`src/flag_enable_pkg.sv`:
```
// Constants for the interrupt flag and enable register block.
// Assumes a 32-bit APB register bus and one system clock.
package flag_enable_pkg;

   // =========================================================
   // Widths
   localparam int unsigned DATA_W = 32;
   localparam int unsigned ADDR_W = 12;
   localparam int unsigned REG_W  = 16;
   localparam int unsigned STRB_W = 4;

   // =========================================================
   // Register byte offsets
   localparam logic [ADDR_W-1:0] OFS_FLAG4 = 12'h000;
   localparam logic [ADDR_W-1:0] OFS_EN0   = 12'h004;
   localparam logic [ADDR_W-1:0] OFS_ISTAT = 12'h008;
   localparam logic [ADDR_W-1:0] OFS_IMASK = 12'h00c;

   // =========================================================
   // Implemented bits and values after reset
   localparam logic [REG_W-1:0] FLAG4_IMPL = 16'h00f6;
   localparam logic [REG_W-1:0] EN0_IMPL   = 16'h7fff;
   localparam logic [REG_W-1:0] FLAG4_RST  = 16'h0000;
   localparam logic [REG_W-1:0] EN0_RST    = 16'h0000;
   localparam logic [REG_W-1:0] IMASK_RST  = 16'h0000;
   localparam logic [REG_W-1:0] REG_ZERO   = 16'h0000;

   // =========================================================
   // Flag word 4 bit positions
   localparam int unsigned POS_CAN_B_TX = 7;
   localparam int unsigned POS_CAN_A_TX = 6;
   localparam int unsigned POS_DMA_SEV  = 5;
   localparam int unsigned POS_DMA_SIX  = 4;
   localparam int unsigned POS_UART_B_E = 2;
   localparam int unsigned POS_UART_A_E = 1;
   localparam int unsigned SRC4_W       = 8;

   // Enable word 0 positions of the first and last sources and of the spare bit
   localparam int unsigned POS_DMA_ONE_EN = 14;
   localparam int unsigned POS_EXT_ZERO_EN = 0;
   localparam int unsigned POS_EN0_SPARE  = 15;

endpackage

```
`src/interrupt_flag_enable_regs.sv`:
```
// Interrupt flag word 4 and interrupt enable word 0 behind APB.
// Assumes event pulses and flag levels from logic on i_mclk.
//
// The register addresses and the APB interface to the registers were chosen for this implementation.
`timescale 1ns/10ps
module interrupt_flag_enable_regs (
   // Clock and reset
   input  wire logic                               i_mclk,
   input  wire logic                               i_sys_rst,
   // APB slave
   input  wire logic                               i_psel,
   input  wire logic                               i_penable,
   input  wire logic                               i_pwrite,
   input  wire logic [flag_enable_pkg::ADDR_W-1:0] i_paddr,
   input  wire logic [flag_enable_pkg::DATA_W-1:0] i_pwdata,
   input  wire logic [flag_enable_pkg::STRB_W-1:0] i_pstrb,
   output logic      [flag_enable_pkg::DATA_W-1:0] o_prdata,
   output logic                                    o_pready,
   output logic                                    o_pslverr,
   // Peripheral events for flag word 4
   input  wire logic [flag_enable_pkg::SRC4_W-1:0] i_flag4_event,
   input  wire logic [flag_enable_pkg::SRC4_W-1:0] i_word4_enable,
   // Flags of the sources gated by enable word 0
   input  wire logic [flag_enable_pkg::REG_W-1:0]  i_word0_flag,
   // Requests to the core
   output logic      [flag_enable_pkg::SRC4_W-1:0] o_req4,
   output logic      [flag_enable_pkg::REG_W-1:0]  o_req0,
   output logic                                    o_irq
);
   import flag_enable_pkg::*;

   // ==========================================================
   // Bus decode
   logic              setup;
   logic              access;
   logic              wr_access;
   logic              hit_flag4;
   logic              hit_en0;
   logic              hit_istat;
   logic              hit_imask;
   logic              mapped;
   logic [REG_W-1:0]  lane_mask;
   logic [REG_W-1:0]  wdata16;

   assign setup     = i_psel & ~i_penable;
   assign access    = i_psel & i_penable;
   assign wr_access = access & i_pwrite;
   assign hit_flag4 = (i_paddr == OFS_FLAG4);
   assign hit_en0   = (i_paddr == OFS_EN0);
   assign hit_istat = (i_paddr == OFS_ISTAT);
   assign hit_imask = (i_paddr == OFS_IMASK);
   assign mapped    = hit_flag4 | hit_en0 | hit_istat | hit_imask;
   assign wdata16   = i_pwdata[REG_W-1:0];

   // Byte lanes above the low halfword hold no storage
   assign lane_mask = {{8{i_pstrb[1]}}, {8{i_pstrb[0]}}};

   // Zero wait states; a bad address is refused in the access phase
   assign o_pready  = 1'b1;

   // ==========================================================
   // Register storage
   logic [REG_W-1:0]  flag4_q;
   logic [REG_W-1:0]  en0_q;
   logic [REG_W-1:0]  istat_q;
   logic [REG_W-1:0]  imask_q;
   logic [REG_W-1:0]  flag4_wr;
   logic [REG_W-1:0]  istat_wr;
   logic [REG_W-1:0]  event16;
   logic              flag_write;
   logic              istat_write;

   assign flag_write  = wr_access & hit_flag4;
   assign istat_write = wr_access & hit_istat;
   assign flag4_wr    = flag_write ? lane_mask : REG_ZERO;
   assign istat_wr    = istat_write ? lane_mask : REG_ZERO;
   assign event16     = {8'h00, i_flag4_event};

   // Flag word 4: hardware set, software write of either value
   sticky_bit_bank #(
      .WIDTH     (REG_W),
      .IMPL      (FLAG4_IMPL),
      .CLEAR_ONE (1'b0)
   ) u_flag4 (
      .i_mclk    (i_mclk),
      .i_sys_rst (i_sys_rst),
      .i_set     (event16),
      .i_wr      (flag4_wr),
      .i_wdata   (wdata16),
      .o_bits    (flag4_q)
   );

   // Sticky interrupt status, cleared by writing one
   sticky_bit_bank #(
      .WIDTH     (REG_W),
      .IMPL      (FLAG4_IMPL),
      .CLEAR_ONE (1'b1)
   ) u_istat (
      .i_mclk    (i_mclk),
      .i_sys_rst (i_sys_rst),
      .i_set     (event16),
      .i_wr      (istat_wr),
      .i_wdata   (wdata16),
      .o_bits    (istat_q)
   );

   // Enable word 0
   always_ff @(posedge i_mclk) begin
      if (i_sys_rst) begin
         en0_q <= EN0_RST;
      end else if (wr_access && hit_en0) begin
         en0_q <= ((wdata16 & lane_mask) | (en0_q & ~lane_mask))
                  & EN0_IMPL;
      end
   end

   // Interrupt mask, same layout as flag word 4
   always_ff @(posedge i_mclk) begin
      if (i_sys_rst) begin
         imask_q <= IMASK_RST;
      end else if (wr_access && hit_imask) begin
         imask_q <= ((wdata16 & lane_mask) | (imask_q & ~lane_mask))
                    & FLAG4_IMPL;
      end
   end

   // ==========================================================
   // Read path, captured in the setup phase
   logic [REG_W-1:0]  rmux;
   logic              err_q;

   always_comb begin
      rmux = REG_ZERO;
      case (1'b1)
         hit_flag4: rmux = flag4_q;
         hit_en0:   rmux = en0_q;
         hit_istat: rmux = istat_q;
         hit_imask: rmux = imask_q;
         default:   rmux = REG_ZERO;
      endcase
   end

   always_ff @(posedge i_mclk) begin
      if (i_sys_rst) begin
         o_prdata <= '0;
      end else if (setup) begin
         o_prdata <= {16'h0000, rmux};
      end
   end

   always_ff @(posedge i_mclk) begin
      if (i_sys_rst) begin
         err_q <= 1'b0;
      end else if (setup) begin
         err_q <= ~mapped;
      end
   end

   assign o_pslverr = access & err_q;

   // ==========================================================
   // Requests to the core
   always_ff @(posedge i_mclk) begin
      if (i_sys_rst) begin
         o_req4 <= '0;
      end else begin
         o_req4 <= flag4_q[SRC4_W-1:0] & i_word4_enable;
      end
   end

   always_ff @(posedge i_mclk) begin
      if (i_sys_rst) begin
         o_req0 <= '0;
      end else begin
         o_req0 <= i_word0_flag & en0_q;
      end
   end

   assign o_irq = |(istat_q & imask_q);
endmodule

```
`src/sticky_bit_bank.sv`:
```
// Bank of sticky bits: hardware sets, software writes or clears.
// Assumes set pulses and writes come from logic on the same clock.
`timescale 1ns/10ps
module sticky_bit_bank #(
   parameter int unsigned          WIDTH     = 16,
   parameter logic [WIDTH-1:0]     IMPL      = '1,
   parameter bit                   CLEAR_ONE = 1'b0
) (
   // Clock and reset
   input  wire logic             i_mclk,
   input  wire logic             i_sys_rst,
   // Hardware set and software write
   input  wire logic [WIDTH-1:0] i_set,
   input  wire logic [WIDTH-1:0] i_wr,
   input  wire logic [WIDTH-1:0] i_wdata,
   // Stored bits
   output logic      [WIDTH-1:0] o_bits
);

   // ==========================================================
   // Per-bit storage
   genvar g;
   generate
      for (g = 0; g < WIDTH; g++) begin : g_bit
         if (IMPL[g]) begin : g_impl
            always_ff @(posedge i_mclk) begin
               if (i_sys_rst) begin
                  o_bits[g] <= 1'b0;
               end else if (i_set[g]) begin
                  // A set in the same cycle as a clear wins
                  o_bits[g] <= 1'b1;
               end else if (i_wr[g]) begin
                  if (CLEAR_ONE) begin
                     o_bits[g] <= o_bits[g] & ~i_wdata[g];
                  end else begin
                     o_bits[g] <= i_wdata[g];
                  end
               end
            end
         end else begin : g_hole
            assign o_bits[g] = 1'b0;
         end
      end
   endgenerate

endmodule

```
`config.mk`:
```
export PLATFORM = sky130hd
export DESIGN_NAME = interrupt_flag_enable_regs
export DESIGN_NICKNAME = d
export VERILOG_FILES = /design/src/flag_enable_pkg.sv /design/src/interrupt_flag_enable_regs.sv /design/src/sticky_bit_bank.sv
export SDC_FILE = /design/constraint.sdc
export NUM_CORES = 1
export LEC_CHECK = 0
export ABC_AREA = 1
export CORE_UTILIZATION = 57
export DETAILED_ROUTE_END_ITERATION = 7
export DONT_BUFFER_PORTS = 1
export PLACE_DENSITY = 0.75
export SLEW_MARGIN = 20
export SYNTH_ARGS = -nofsm -noshare
export SYNTH_HDL_FRONTEND = slang
export SYNTH_HIERARCHICAL = 1
export SYNTH_SLANG_ARGS = --single-unit
```
`constraint.sdc`:
```
create_clock -name i_mclk -period 1.8 [get_ports i_mclk]
set_input_delay 0.27 -clock i_mclk [delete_from_list [all_inputs] [get_ports i_mclk]]
set_output_delay 0.27 -clock i_mclk [all_outputs]
set_load 0.1 [all_outputs]
```
Yosys cells after proc, flatten, opt, wreduce, memory -nomap -nowiden
Cells that the tools add are included.
W data, S select, Z words.
{"block": "totals", "regBits": 74, "latchBits": 0, "ram_bits": 0, "mem_bits_ro": 0, "word_cells": 99, "mem_count": 0}
{"block": "op_classes", "n_addsub": 0, "n_mul": 0, "div": 0, "order_cmp": 0, "eq_ne": 3, "shifts": 0, "n_mux": 30, "bitwise_logic": 32, "n_reduce_logical": 16}
{"op": "$mux W8", "n": 4}
{"op": "$and A15 B15 Y15", "n": 2}
{"op": "$mux W15", "n": 2}
{"op": "$and A8 B8 Y8", "n": 3}
{"op": "$eq A12 B4 Y1 const B", "n": 2}
{"op": "$mux W1", "n": 24}
{"op": "$reduce_bool A2 Y1", "n": 12}
{"op": "$and A16 B15 Y16", "n": 1}
{"op": "$reduce_or A16 Y1", "n": 1}
{"op": "$not A15 Y15", "n": 1}
{"op": "$or A15 B15 Y15", "n": 1}
{"op": "$and A1 B1 Y1", "n": 12}
{"op": "$eq A12 B3 Y1 const B", "n": 1}
{"op": "$logic_not A12 Y1", "n": 1}
{"op": "$not A1 Y1", "n": 8}
{"op": "$or A8 B8 Y8", "n": 1}
{"op": "$or A1 B1 Y1", "n": 3}
{"op": "$logic_and A1 B1 Y1", "n": 2}

Logic depth before layout (Yosys ltp)
{"block": "logic_depth", "word_depth": 6, "ltp_mapped": 10}

By module
The synthesis kept the hierarchy.
{"module": "interrupt_flag_enable_regs", "instances": 1, "cells_per_inst": 404, "area_per_inst_um2": 2906.5, "seq_area_each_um2": 1221.2}
{"module": "sticky_bit_bank (u_flag4)", "instances": 1, "cells_per_inst": 59, "area_per_inst_um2": 356.6, "seq_area_each_um2": 120.1}
{"module": "sticky_bit_bank (u_istat)", "instances": 1, "cells_per_inst": 41, "area_per_inst_um2": 296.5, "seq_area_each_um2": 120.1}

Least setup slack after synthesis
No wires, ideal clock.
{"block": "synth_path", "path_type": "register to output", "start": "register u_istat.o_bits[4]", "end": "output port o_irq", "arrival_ns": 1.487, "setup_slack_ns": 0.043, "path_stages_with_launch": 4, "path_buffers": 0, "cell_sequence": "dfxtp_1 a22o_1 a221oi_1 nand3_1"}
{"block": "synth_via", "elab_chain_cells": 2}
{"element": "start, declared", "line": "sticky_bit_bank.sv:17", "rtl": "output logic [WIDTH-1:0] o_bits"}
{"element": "start signal, assigned by index", "line": "sticky_bit_bank.sv:34", "rtl": "o_bits[g] <= o_bits[g] & ~i_wdata[g];"}
{"element": "start signal, assigned by index", "line": "sticky_bit_bank.sv:36", "rtl": "o_bits[g] <= i_wdata[g];"}
{"element": "$and A8 B8 Y8", "line": "interrupt_flag_enable_regs.sv:179", "rtl": "assign o_irq = |(istat_q & imask_q);"}
{"element": "$reduce_or A16 Y1", "line": "interrupt_flag_enable_regs.sv:179"}
{"element": "end, declared", "line": "interrupt_flag_enable_regs.sv:28", "rtl": "output logic o_irq"}
Every way passes these cells.

Worst setup path after layout
Same ends and word-level chain as after synthesis.

==> impl_metrics.ini <==
[status]
outcome = finished, final reports clean

[sta]
skew_ps = 8.33
min_period_ps = 1730
max_freq_ghz = 0.578
fin_hold_ws_ps = 39.9
setup_violations = 0
tightest_slew_ps = 618
relSlewSlack_pct = 58.8
timing.final.crit_share_pct = 96.1
fin_tns_setup_ps = 0
slew_viol_final = 0
rsz0062_at_grt = no
hold_viol = 0

[clocking]
clk_latency_ps = 340
cts_root_buf = clkbuf_8
post_cts_buffers = 0
cts.clk_slew.worst_paths_ps = 80
cts_made_buffers = 9
clockBufferDepth = 2
cts_sinks = 73
cts_max_level = 3
cts_tree = yes

[power]
power_density_nw_per_um2 = 790
p_total_mw = 3.12
vdd_drop_max_mv = 0.486
p_leak_nw = 1.80

[final_layout]
multiInputGateArea_um2 = 1610
drive_gt1_share_pct = 16.5
fin_util_pct = 66.3
areaGrowthSynthToFinish_pct = 11.4
seq_area_um2 = 1460
fin_nets = 626
antenna_cells = 0
fillers = 568

[critical_path]
critPathMaxFanout = 3
cp_slowest_cell = dfxtp_1
crit_arrival_ps = 1460
critical_path_required_ps = 1530
worstSetupPathType = flop to primary output
path_cells = a22o_1 -> a221oi_1 -> nand3_1 -> buf_6
start_kind = flop
max_stage_delay_ps = 330
crit_buf_inv = 1
end_kind = primary output
path_delay_family = compound AO/OA/AOI/OAI gates

[detailed_routing]
drtIter0Drc = 103
firstDrtPassIters = 4
wirelength_um = 8240
antenna_left = 0
drc = 0
vias_per_cell = 5.00
wire_per_inst_um = 13.3
num_vias = 3093

[global_route]
grt_pass1_wl_um = 12600
grt-ovfl-total = 0
track_usage_pct = 25.9
grt_max_degree = 47
grt_pass1_vias = 2862
antenna_found_initial = 0

[floorplanning]
core_region_area_um2 = 5960
die_h_um = 80.9
std_cell_rows = 28
initial_core_util_pct = 59.6
die-area_um2 = 6540
io_pins = 144
die_w_um = 80.9

[worst_hold_path]
hold_path_class = primary input to flop

[placement]
io_buffers = 0
place_hpwl_um = 5870
globalplace.congestion = 0.908

[logic_synthesis]
syn_avg_cell_area_um2 = 7.08
synth.cell_area_um2 = 3550
synth_cells = 501
yosys_warnings = 6

[run]
cap_viol_max_count = 0
worst reg2reg max path: stages (launching register included):
cell and delay (ps):
dfxtp_1 400, a21oi_1 60, nand3_1 110, nand2_1 60, nor2_1 80, nand2_1 70, a21oi_1 170
per-stage QoR:
stage | std cells | setup WS [ps] | area, um^2
3_3_place_gp | 602 | 221 | 3760
2_1_floorplan | 535 | 43.0 | 3680
4_1_cts | 618 | 56.1 | 3940
3_5_place_dp | 602 | 193 | 3760
5_1_grt | 619 | 10.5 | 3950
6_report | 619 | 70.3 | 3950
layout make-up:
type                       count  area share, %
clock buffer                   9           3.13
clock inverter                 5          0.633
inverter                      58           5.57
multi-input combinational    346           40.7
sequential                    73           37.0
tap                           75           2.37
timing repair buffer          53           10.6
cells in the final DEF, fill, tap and decap left out:
cell	count
clkinv_2	5
o211ai_1	1
nand3_1	51
nand2_2	2
o21ai_0	1
dlygate4sd3_1	2
nor3_4	1
o21ai_1	31
nor2_8	1
a21oi_2	8
a221oi_1	1
conb_1	38
nand4_1	6
a22o_1	1
nor2_4	3
inv_2	4
dfxtp_1	73
a21oi_1	41
and3_1	1
inv_1	53
nand2_1	91
buf_4	49
nand4_2	1
buf_6	1
inv_4	1
nand3_2	2
nor2_1	63
clkbuf_8	9
buf_12	1
nor2_2	2
metal layers:
layer | vias to the layer above | track usage, % | routed length [um]
met5 | - | 0 | 0
met4 | 0 | 15.0 | 303
met3 | 24 | 6.85 | 423
met2 | 103 | 45.5 | 4200
met1 | 1366 | 27.8 | 3310
li1 | 1600 | - | -
worst paths after layout:
path / cells past startpoint / slack, ps / endpoint / startpoint
worst max-delay path: 4 / 70 / o_irq / u_istat/o_bits[4]$_SDFFE_PP0P_
worst min-delay path: 2 / 40 / o_req4[1]$_SDFF_PP0_ / i_word4_enable[1]
worst max register to register: 6 / 770 / o_prdata[1]$_SDFFE_PP0P_ / flop
worst min register to register: 2 / 450 / o_req0[13]$_SDFF_PP0_ / flop
power breakdown:
group	switching, mW	internal (mW)
combinational	0.339	0.0677
sequential	0.0197	1.64
clock	0.579	0.473
total	0.938	2.18
what timing repair did:
item,4_1_cts,5_1_grt
endpoints found under the setup margin,0,1
gates resized for setup,0,1
hold buffers,2,1
hold endpoints to repair,46,1
Note: power is estimated with default switching activity, not from simulation.
